==> src/core/can_filter_pkg.sv <==
// shared constants for the can acceptance filter and interrupt block
package can_filter_pkg;
  localparam int NUM_CENTERS = 15;
  localparam int IDX_W = 4;
  localparam int ID_W = 29;
  localparam int STD_W = 11;
  localparam int ADDR_W = 8;
  localparam int DATA_W = 32;
  // register byte offsets
  localparam logic [7:0] ADDR_CAN_CTRL = 8'h00;
  localparam logic [7:0] ADDR_IRQ_STATUS = 8'h04;
  localparam logic [7:0] ADDR_IRQ_ENABLE = 8'h08;
  localparam logic [7:0] ADDR_IRQ_CLEAR = 8'h0C;
  localparam logic [7:0] ADDR_STD_MASK = 8'h10;
  localparam logic [7:0] ADDR_EXT_MASK = 8'h14;
  localparam logic [7:0] ADDR_M15_MASK = 8'h18;
  localparam logic [7:0] ADDR_MEDIA_ARB = 8'h1C;
  localparam logic [7:0] ADDR_MEDIA_MASK = 8'h20;
  localparam logic [7:0] ADDR_RX_RESULT = 8'h24;
  localparam logic [7:0] ADDR_TX_SELECT = 8'h28;
  localparam logic [7:0] ADDR_CENTER_BASE = 8'h40;
  localparam logic [7:0] ADDR_CENTER_END = 8'hB4;
  // per-center block: 8 bytes each, word 0 arbitration, word 1 control/format
  localparam int CENTER_SHIFT = 3;
  localparam logic [2:0] CENTER_WORD_ARB = 3'h0;
  localparam logic [2:0] CENTER_WORD_CTL = 3'h4;
  // can control register bits
  localparam int CTRL_ERROR_IE = 0;
  localparam int CTRL_STATUS_IE = 1;
  localparam int CTRL_GLOBAL_IE = 7;
  localparam int CTRL_CAN_IE = 6;
  // center control/format word bits
  localparam int CC_READY = 0;
  localparam int CC_TX_IE = 1;
  localparam int CC_RX_IE = 2;
  localparam int CC_REQ = 3;
  localparam int CC_UPDATED = 4;
  localparam int CC_OVERRUN = 5;
  localparam int CC_MEDIA_EN = 8;
  localparam int CC_MASK_EN = 9;
  localparam int CC_FORMAT = 10;
  localparam int CC_DIR_TX = 11;
  localparam int CC_LEN_LSB = 12;
  localparam int CC_OVERWRITE = 16;
  // irq status bits
  localparam int ST_ERROR = 0;
  localparam int ST_STATUS = 1;
  localparam int ST_RX_DROP = 2;
  localparam logic [7:0] STATUS_W = 8'h03;
  localparam logic [3:0] MAX_LEN = 4'h8;
endpackage

==> src/core/can_accept_filter.sv <==
// acceptance filter, message center flags and interrupt combiner
// Operation
// - tx or rx success sets center request when its irq enable is set
// - center request stays set until software clears it
// - can interrupt is OR of all center requests and enabled conditions
// - cpu sees interrupt only with global and can enables both set
// - error and status interrupts gated by their own enables
// - acceptance test starts only for frames free of bit errors
// - ready centers tested 1 to 15, first pass wins
// - 11 or 29 id bits compared per format select
// - mask enable 0 exact match, 1 compare global mask bits only
// - media enable compares data bytes 1 and 2 under media mask
// - center 15 mask ANDed with global mask when masking enabled
// - frame loaded only if id and enabled media tests pass
// - format register holds direction and length 0 to 8
// - center 15 is receive only
// - after lost arbitration or error reload lowest pending tx center
// - unread center drops frame unless overwrite enable, then flag overrun
// - center 15 buffers one extra unread message until flags cleared
`timescale 1ns/1ps
module can_accept_filter (
  // clock and reset
  input wire logic core_clk_i,
  input wire logic rst_n_i,
  // register port
  input wire logic [7:0] addr_i,
  input wire logic [31:0] wdata_i,
  input wire logic wr_i,
  input wire logic rd_i,
  output logic [31:0] rdata_o,
  // protocol engine events
  input wire logic frame_valid_i,
  input wire logic frame_bit_error_i,
  input wire logic frame_ext_i,
  input wire logic [28:0] frame_id_i,
  input wire logic [7:0] frame_data1_i,
  input wire logic [7:0] frame_data2_i,
  input wire logic tx_done_i,
  input wire logic [3:0] tx_done_center_i,
  input wire logic tx_retry_i,
  input wire logic error_event_i,
  input wire logic status_event_i,
  // outputs
  output logic accept_o,
  output logic [3:0] accept_center_o,
  output logic tx_load_o,
  output logic [3:0] tx_center_o,
  output logic irq_o
);
  localparam int N = can_filter_pkg::NUM_CENTERS;
  // n is fixed at fifteen; the buffered center is always the last index

  // software visible state; the per-center words are kept as arrays
  // so one loop can scan them, at the cost of a wide read mux
  // register map and bit positions live in the package
  logic [7:0] can_ctrl, next_can_ctrl;
  logic [2:0] irq_status, next_irq_status;
  logic [2:0] irq_enable, next_irq_enable;
  logic [28:0] std_mask, next_std_mask;
  logic [28:0] ext_mask, next_ext_mask;
  logic [28:0] m15_mask, next_m15_mask;
  logic [15:0] media_arb, next_media_arb;
  logic [15:0] media_mask, next_media_mask;
  logic [28:0] arb [N];
  logic [28:0] next_arb [N];
  logic [16:0] center_control_reg [N];
  logic [16:0] next_center_control_reg [N];
  logic m15_buf_full, next_m15_buf_full;
  // next values of the output flops
  logic [31:0] next_rdata;
  logic next_accept;
  logic [3:0] next_accept_center;
  logic next_tx_load;
  logic [3:0] next_tx_center;
  logic next_irq;

  // event strobes come from the protocol engine on this clock,
  // so they are read directly with no synchroniser
  // scan results: pass per center, first hit, first pending transmit
  // a hit is only a candidate; the unread and overwrite checks below
  // still decide whether the frame is stored
  logic [N-1:0] pass;
  logic hit;
  logic [3:0] hit_idx;
  logic [3:0] pend_idx;
  logic pend_any;

  // hazard: the id and mask paths are combinational from the frame inputs,
  // so frame fields must be settled in the cycle frame_valid_i is high
  // a center whose format differs from the frame never passes, even
  // when its mask would hide every compared bit
  // per-center identifier and media test
  always_comb begin
    logic [28:0] m;
    logic [28:0] cmp;
    logic id_ok;
    logic media_ok;
    m = '0;
    cmp = '0;
    id_ok = 1'b0;
    media_ok = 1'b0;
    for (int i = 0; i < N; i++) begin
      cmp = center_control_reg[i][can_filter_pkg::CC_FORMAT] ? {29{1'b1}} : {{18{1'b0}}, {11{1'b1}}};
      m = cmp;
      if (center_control_reg[i][can_filter_pkg::CC_MASK_EN]) begin
        m = cmp & (center_control_reg[i][can_filter_pkg::CC_FORMAT] ? ext_mask : std_mask);
        if (i == N - 1) begin
          m = m & m15_mask;
        end
      end
      id_ok = ((frame_id_i ^ arb[i]) & m) == '0 &&
              (center_control_reg[i][can_filter_pkg::CC_FORMAT] == frame_ext_i);
      // media bytes pair data1 high and data2 low against the media arbitration value
      // media bytes under media mask
      media_ok = !center_control_reg[i][can_filter_pkg::CC_MEDIA_EN] ||
                 ((({frame_data1_i, frame_data2_i} ^ media_arb) & media_mask) == '0);
      // both tests, receive centers that are ready
      pass[i] = id_ok && media_ok && center_control_reg[i][can_filter_pkg::CC_READY] &&
                !center_control_reg[i][can_filter_pkg::CC_DIR_TX];
    end
  end

  // scanning downward lets the lowest index overwrite the result last,
  // which gives ascending priority without a separate encoder
  // first passing center in ascending order
  always_comb begin
    hit = 1'b0;
    hit_idx = '0;
    pend_any = 1'b0;
    pend_idx = '0;
    for (int i = N - 1; i >= 0; i--) begin
      if (pass[i]) begin
        hit = 1'b1;
        hit_idx = 4'(i);
      end
      // pending means ready, transmit direction and no request yet;
      // a finished message with its tx irq enable gets its request set and drops out of the scan
      // lowest numbered pending transmit
      if (center_control_reg[i][can_filter_pkg::CC_READY] && center_control_reg[i][can_filter_pkg::CC_DIR_TX] &&
          !center_control_reg[i][can_filter_pkg::CC_REQ]) begin
        pend_any = 1'b1;
        pend_idx = 4'(i);
      end
    end
  end

  // one combinational process owns every next value so the set-wins
  // ordering between software writes and hardware events is explicit:
  // writes are applied first, hardware sets after them
  // next state for registers, flags and outputs
  always_comb begin
    logic [3:0] ci;
    logic hit_here;
    logic unread;
    logic wr_ctl;
    next_can_ctrl = can_ctrl;
    next_irq_status = irq_status;
    next_irq_enable = irq_enable;
    next_std_mask = std_mask;
    next_ext_mask = ext_mask;
    next_m15_mask = m15_mask;
    next_media_arb = media_arb;
    next_media_mask = media_mask;
    next_m15_buf_full = m15_buf_full;
    next_accept = 1'b0;
    next_accept_center = accept_center_o;
    next_tx_load = 1'b0;
    next_tx_center = tx_center_o;
    next_rdata = '0;
    // center index from the byte address; only 0x40 to 0xB4 is decoded,
    // so the wrap of the 4-bit subtract never reaches a slot past 14
    ci = addr_i[6:3] - 4'h8;
    hit_here = 1'b0;
    unread = 1'b0;
    wr_ctl = 1'b0;
    for (int i = 0; i < N; i++) begin
      next_arb[i] = arb[i];
      next_center_control_reg[i] = center_control_reg[i];
    end
    // request bits change only by software writes or hardware sets
    // software writes
    if (wr_i) begin
      case (addr_i)
        can_filter_pkg::ADDR_CAN_CTRL: next_can_ctrl = wdata_i[7:0];
        can_filter_pkg::ADDR_IRQ_ENABLE: next_irq_enable = wdata_i[2:0];
        can_filter_pkg::ADDR_IRQ_CLEAR: next_irq_status = irq_status & ~wdata_i[2:0];
        // the four acceptance masks and the media arbitration value are software written
        can_filter_pkg::ADDR_STD_MASK: next_std_mask = {18'h0, wdata_i[10:0]};
        can_filter_pkg::ADDR_EXT_MASK: next_ext_mask = wdata_i[28:0];
        can_filter_pkg::ADDR_M15_MASK: next_m15_mask = wdata_i[28:0];
        can_filter_pkg::ADDR_MEDIA_ARB: next_media_arb = wdata_i[15:0];
        can_filter_pkg::ADDR_MEDIA_MASK: next_media_mask = wdata_i[15:0];
        default: begin
          if (addr_i >= can_filter_pkg::ADDR_CENTER_BASE && addr_i <= can_filter_pkg::ADDR_CENTER_END) begin
            if (addr_i[2:0] == can_filter_pkg::CENTER_WORD_ARB) begin
              next_arb[ci] = wdata_i[28:0];
            end else if (addr_i[2:0] == can_filter_pkg::CENTER_WORD_CTL) begin
              wr_ctl = 1'b1;
              next_center_control_reg[ci] = wdata_i[16:0];
              // long lengths are clamped rather than refused, so reads show 8
              // length clamps to 8
              if (wdata_i[15:12] > can_filter_pkg::MAX_LEN) begin
                next_center_control_reg[ci][15:12] = can_filter_pkg::MAX_LEN;
              end
              if (ci == 4'(N - 1)) begin
                next_center_control_reg[ci][can_filter_pkg::CC_DIR_TX] = 1'b0;
              end
              // the buffer here is only occupancy; frame data lives in the
              // message store outside this block
              // buffered frame moves in once updated and request are cleared
              if (ci == 4'(N - 1) && m15_buf_full && !wdata_i[can_filter_pkg::CC_UPDATED] &&
                  !wdata_i[can_filter_pkg::CC_REQ]) begin
                next_center_control_reg[ci][can_filter_pkg::CC_UPDATED] = 1'b1;
                next_center_control_reg[ci][can_filter_pkg::CC_REQ] =
                  center_control_reg[ci][can_filter_pkg::CC_RX_IE];
                next_m15_buf_full = 1'b0;
              end
            end
          end
        end
      endcase
    end
    // frame acceptance: a hit is stored, buffered in center 15, or dropped
    // dropped frames raise the rx drop status bit so software sees loss
    // one frame per cycle at most; the engine never sends two
    // only error-free frames reach the filter
    if (frame_valid_i && !frame_bit_error_i && hit) begin
      hit_here = 1'b1;
      unread = center_control_reg[hit_idx][can_filter_pkg::CC_UPDATED];
      if (hit_idx == 4'(N - 1) && unread && !m15_buf_full) begin
        next_m15_buf_full = 1'b1;
        next_accept = 1'b1;
        next_accept_center = hit_idx;
      end else if (unread && !center_control_reg[hit_idx][can_filter_pkg::CC_OVERWRITE]) begin
        next_irq_status[can_filter_pkg::ST_RX_DROP] = 1'b1;
      end else begin
        next_accept = 1'b1;
        next_accept_center = hit_idx;
        if (!(hit_idx == 4'(N - 1) && m15_buf_full)) begin
          next_center_control_reg[hit_idx][can_filter_pkg::CC_UPDATED] = 1'b1;
        end
        if (unread) begin
          next_center_control_reg[hit_idx][can_filter_pkg::CC_OVERRUN] = 1'b1;
        end
        // receive request, set wins over clear
        if (center_control_reg[hit_idx][can_filter_pkg::CC_RX_IE]) begin
          next_center_control_reg[hit_idx][can_filter_pkg::CC_REQ] = 1'b1;
        end
      end
    end
    // transmit outcome; center numbers outside 1 to 15 are ignored
    // transmit request, set wins over a same-cycle clear
    if (tx_done_i && tx_done_center_i >= 4'h1 && tx_done_center_i <= 4'(N)) begin
      if (center_control_reg[tx_done_center_i - 4'h1][can_filter_pkg::CC_TX_IE]) begin
        next_center_control_reg[tx_done_center_i - 4'h1][can_filter_pkg::CC_REQ] = 1'b1;
      end
    end
    if (tx_retry_i && pend_any) begin
      next_tx_load = 1'b1;
      next_tx_center = pend_idx + 4'h1;
    end
    if (error_event_i) begin
      next_irq_status[can_filter_pkg::ST_ERROR] = 1'b1;
    end
    if (status_event_i) begin
      next_irq_status[can_filter_pkg::ST_STATUS] = 1'b1;
    end
    // the level is built from next values so irq_o follows its cause
    // one edge later, matching the other registered outputs
    // combine center requests and enabled conditions
    next_irq = 1'b0;
    for (int i = 0; i < N; i++) begin
      next_irq = next_irq | next_center_control_reg[i][can_filter_pkg::CC_REQ];
    end
    next_irq = next_irq ||
      (next_irq_status[can_filter_pkg::ST_ERROR] && next_can_ctrl[can_filter_pkg::CTRL_ERROR_IE]) ||
      (next_irq_status[can_filter_pkg::ST_STATUS] && next_can_ctrl[can_filter_pkg::CTRL_STATUS_IE]) ||
      (|(next_irq_status & next_irq_enable));
    // global and can enables both required
    next_irq = next_irq && next_can_ctrl[can_filter_pkg::CTRL_GLOBAL_IE] &&
               next_can_ctrl[can_filter_pkg::CTRL_CAN_IE];
    // reads, data one cycle later, unmapped reads zero
    // limitation: reads see the state before this edge, so a read in the
    // same cycle as an event returns the older value
    // write-only and unmapped addresses read as zero
    if (rd_i) begin
      case (addr_i)
        can_filter_pkg::ADDR_CAN_CTRL: next_rdata = {24'h0, can_ctrl};
        can_filter_pkg::ADDR_IRQ_STATUS: next_rdata = {29'h0, irq_status};
        can_filter_pkg::ADDR_IRQ_ENABLE: next_rdata = {29'h0, irq_enable};
        can_filter_pkg::ADDR_STD_MASK: next_rdata = {3'h0, std_mask};
        can_filter_pkg::ADDR_EXT_MASK: next_rdata = {3'h0, ext_mask};
        can_filter_pkg::ADDR_M15_MASK: next_rdata = {3'h0, m15_mask};
        can_filter_pkg::ADDR_MEDIA_ARB: next_rdata = {16'h0, media_arb};
        can_filter_pkg::ADDR_MEDIA_MASK: next_rdata = {16'h0, media_mask};
        can_filter_pkg::ADDR_RX_RESULT: next_rdata = {27'h0, m15_buf_full, accept_center_o};
        can_filter_pkg::ADDR_TX_SELECT: next_rdata = {28'h0, tx_center_o};
        default: begin
          if (addr_i >= can_filter_pkg::ADDR_CENTER_BASE && addr_i <= can_filter_pkg::ADDR_CENTER_END) begin
            if (addr_i[2:0] == can_filter_pkg::CENTER_WORD_ARB) begin
              next_rdata = {3'h0, arb[ci]};
            end else if (addr_i[2:0] == can_filter_pkg::CENTER_WORD_CTL) begin
              next_rdata = {15'h0, center_control_reg[ci]};
            end
          end
        end
      endcase
    end
  end

  // plain register stage; every output comes straight from a flop
  // all centers reset disabled, so no frame is taken until software
  // sets a ready bit
  // register everything; reset to idle, all centers disabled
  always_ff @(posedge core_clk_i or negedge rst_n_i) begin
    if (!rst_n_i) begin
      can_ctrl <= 8'h00;
      irq_status <= 3'h0;
      irq_enable <= 3'h0;
      std_mask <= 29'h0;
      ext_mask <= 29'h0;
      m15_mask <= 29'h0;
      media_arb <= 16'h0;
      media_mask <= 16'h0;
      m15_buf_full <= 1'b0;
      rdata_o <= 32'h0;
      accept_o <= 1'b0;
      accept_center_o <= 4'h0;
      tx_load_o <= 1'b0;
      tx_center_o <= 4'h0;
      irq_o <= 1'b0;
      for (int i = 0; i < N; i++) begin
        arb[i] <= 29'h0;
        center_control_reg[i] <= 17'h0;
      end
    end else begin
      can_ctrl <= next_can_ctrl;
      irq_status <= next_irq_status;
      irq_enable <= next_irq_enable;
      std_mask <= next_std_mask;
      ext_mask <= next_ext_mask;
      m15_mask <= next_m15_mask;
      media_arb <= next_media_arb;
      media_mask <= next_media_mask;
      m15_buf_full <= next_m15_buf_full;
      rdata_o <= next_rdata;
      accept_o <= next_accept;
      accept_center_o <= next_accept_center;
      tx_load_o <= next_tx_load;
      tx_center_o <= next_tx_center;
      irq_o <= next_irq;
      for (int i = 0; i < N; i++) begin
        arb[i] <= next_arb[i];
        center_control_reg[i] <= next_center_control_reg[i];
      end
    end
  end
endmodule

==> config.mk <==
export PLATFORM = sky130hd
export DESIGN_NAME = can_accept_filter
export DESIGN_NICKNAME = d
export VERILOG_FILES = /design/src/core/can_filter_pkg.sv /design/src/core/can_accept_filter.sv
export SDC_FILE = /design/constraint.sdc
export NUM_CORES = 2
export LEC_CHECK = 0
export BUFFER_PORTS_ARGS = -buffer_cell sky130_fd_sc_hd__buf_4
export CORE_MARGIN = 5
export CORE_UTILIZATION = 50
export DETAILED_ROUTE_END_ITERATION = 8
export PLACE_DENSITY = 0.69
export SLEW_MARGIN = 40
export SYNTH_ARGS = -nofsm -noshare
export SYNTH_HDL_FRONTEND = slang
export SYNTH_SLANG_ARGS = --single-unit
==> constraint.sdc <==
create_clock -name core_clk_i -period 9 [get_ports core_clk_i]
set_input_delay 1.8 -clock core_clk_i [delete_from_list [all_inputs] [get_ports core_clk_i]]
set_output_delay 1.8 -clock core_clk_i [all_outputs]
set_load 0.01 [all_outputs]
==> flow_summary.json <==
{
  "status": "finished clean",
  "largest_register_ffs": 435,
  "clkTransAtPathRegs_ns": 0.06,
  "p_leak_nw": 24.41,
  "crit_required_ns": 9.53,
  "portBuffers": 136,
  "synth_area_mm2": 0.04998,
  "combPwrFrac_pct": 12.6,
  "period_minus_slack_ns": 6.812,
  "cts.sinks": 846,
  "internal_power_mw": 6.943,
  "max_freq_mhz": 146.8,
  "grt_pass1_wl_um": 274100,
  "timing.clock.skew_ns": 0.02692,
  "setup_viol": 0,
  "drt_iter0_drc": 5589,
  "pwr-share-seq_pct": 43.4,
  "setup_tns_ns": 0,
  "timing.hold.ws_ns": 0.4787,
  "grt_max_degree": 151,
  "wl_per_cell_um": 33.75,
  "hold_viol_final": 0,
  "insertion_delay_ns": 0.70,
  "die_area_mm2": 0.1064,
  "cts_resized": 0,
  "drc_errors": 0,
  "syn_inst": 4394,
  "cts_made_buffers": 96,
  "slew_violations": 0,
  "via_per_inst": 6.816,
  "cp-start-kind": "input pin",
  "cts_setup_buffers": 0,
  "ys_seq_area_share_pct": 42.36,
  "yosys_most_used_dff": "dfrtp_1",
  "synthTopCellsByCount": "dfrtp_1 (846), mux2_2 (725), clkbuf_1 (342), o21ai_0 (294), xnor2_1 (285)",
  "arrival_ns": 7.34,
  "final_nets": 4392,
  "drv_cap": 0,
  "wirelength_um": 191400,
  "placed_cell_area_mm2": 0.05184,
  "die_h_um": 326.2,
  "rsz0062_at_grt": "false",
  "fin_area_mm2": 0.05541,
  "die_w_um": 326.2,
  "grt_pass1_vias": 38135,
  "grt_use_total_pct": 35.20,
  "cts_root_buf": "clkbuf_16",
  "num_rows": 116,
  "vias": 38662,
  "yosys_warnings": 0,
  "async_flop_share_pct": 100.0,
  "cts_tree": "done",
  "relSlewSlack_pct": 35.33,
  "syn_avg_cell_area_um2": 11.37,
  "swShare_pct": 27.73,
  "h-tree-depth": 3,
  "area_delta_synth_final_pct": 10.87,
  "tightestPinTransition_ns": 0.9700,
  "hpwl_um": 127500,
  "drive_gt1_share_pct": 31.43,
  "switchingPower_mw": 2.664,
  "yosysMostFrequentCell": "dfrtp_1",
  "yosys-top-cells-area": "dfrtp_1 (42%), mux2_2 (16%), mux4_2 (8.2%)",
  "gp_congestion": 1.020,
  "synth_edf_count": 0,
  "fin_crit_sh_pct": 75.69,
  "ys_ff_latch": 846,
  "pwr_density_cell_mw_per_mm2": 173.4,
  "start_util_pct": 50.12,
  "ant_nets": 0,
  "pwr-share-clk_pct": 44.0,
  "cts_hold_buffers": 0,
  "antenna_found_initial": 20,
  "ys_types": 79,
  "grt_overflow": 0,
  "hold_class": "reg2reg",
  "io_pins": 143,
  "coreArea_mm2": 0.09971,
  "irDropWorstVdd_mv": 0.1400,
  "yosysTopAreaCell": "dfrtp_1",
  "endpoint_kind": "flop",
  "critPathKind": "in2reg",
  "clk_path_buf_depth": 3,
  "cp_max_fo": 18,
  "synth.top_cell.area_share_pct": 42.36,
  "dr.pass1.iters": 8
}
## layout make-up
class | count | area [µm²]
Multi-Input combinational cell | 3032 | 26910
Timing Repair Buffer | 242 | 2022
Antenna cell | 12 | 30.03
Clock inverter | 41 | 579.3
Fill cell | 8411 | 44300
Tap cell | 1298 | 1624
Inverter | 69 | 259.0
Sequential cell | 846 | 21180
Clock buffer | 132 | 2809
## layer usage
layer	share of wire (%)	vias up	wire (µm)	track usage, %
met5	0.012	-	23	0
met3	10	728	19850	8.355
met1	36	19579	69630	44.11
met4	8.9	4	17020	25.61
li1	-	15778	-	-
met2	44	2573	84910	53.49
## cell families (layout without fill, tap and decap cells)
group           Yosys count  in the layout  share of synthesized area, %
mux                    1142           1142                         29.28
fa+ha+maj                 5              5                        0.1252
flops                   846            846                         42.36
simple gates            618            618                         6.266
other cells               1             15                      0.007503
compound gates          809            809                         9.816
xor+xnor                455            455                         7.974
buf+inv                 518            484                         4.168
## final timing paths
| check | startpoint | to | slack [ns] | depth (start not counted) |
|---|---|---|---|---|
| worst max-delay path | frame_id_i[20] | center_control_reg[140] | 2.19 | 16 |
| worst min-delay path | center_control_reg[218] | center_control_reg[218] | 0.48 | 2 |
| worst max register to register | center_control_reg[9] | center_control_reg[140] | 2.44 | 16 |
| worst min register to register | center_control_reg[218] | center_control_reg[218] | 0.48 | 2 |
| max in group asynchronous | rst_n_i | arb[112] | 6.28 | 3 |
| min in group asynchronous | rst_n_i | m15_mask[27] | 1.11 | 1 |
## layout by cell type, fill, tap and decap left out, types with 15 or more instances in the layout
master and n:
o21ai_0 294, nor2b_1 69, o221ai_1 22, nor2_1 69, clkbuf_8 25, inv_1 68, o22ai_1 40, nand2b_1 19
a21oi_1 245, a222oi_1 24, dfrtp_1 839, buf_4 220, mux2_2 725, mux2i_1 231, nand4_1 48, clkbuf_16 97
or4_1 24, xnor2_1 285, mux4_2 182, nor3_1 18, xor2_1 170, nand2_1 223, a22oi_1 34, nor4_1 48
o211ai_1 15, nand3_1 28
## worst max-delay path: stages
cell	delay [ns]
buf_4	0.27
xnor2_1	0.16
a21oi_1	0.12
or4_1	0.65
or4_1	0.75
a221oi_1	0.59
nor2_1	0.18
a211oi_1	0.56
o31ai_4	0.13
buf_4	0.22
nor2_1	0.41
a221o_1	0.28
nand4_2	0.24
o21a_1	0.19
a21oi_2	0.50
o221ai_1	0.26
## power groups by stage
| stage | logic, mW | registers [mW] | clock network, mW |
|---|---|---|---|
| global route | 1.27 | 4.18 | 4.40 |
| global placement | 1.15 | 4.22 | 0 |
| floorplan | 0.765 | 4.12 | 0 |
| finish | 1.21 | 4.17 | 4.23 |
| detailed placement | 1.17 | 4.23 | 0 |
| CTS | 1.17 | 4.16 | 4.25 |
## metrics by stage
step	setup slack, ns	utilization, %	std cells	power [mW]
floorplan	3.026	-	4396	4.888
global placement	1.731	51.86	5473	5.372
detailed placement	1.658	51.99	5482	5.394
CTS	2.368	55.39	5655	9.583
global route	2.060	55.57	5670	9.852
finish	2.188	55.57	5672	9.607
(Power assumes the default switching activity.)
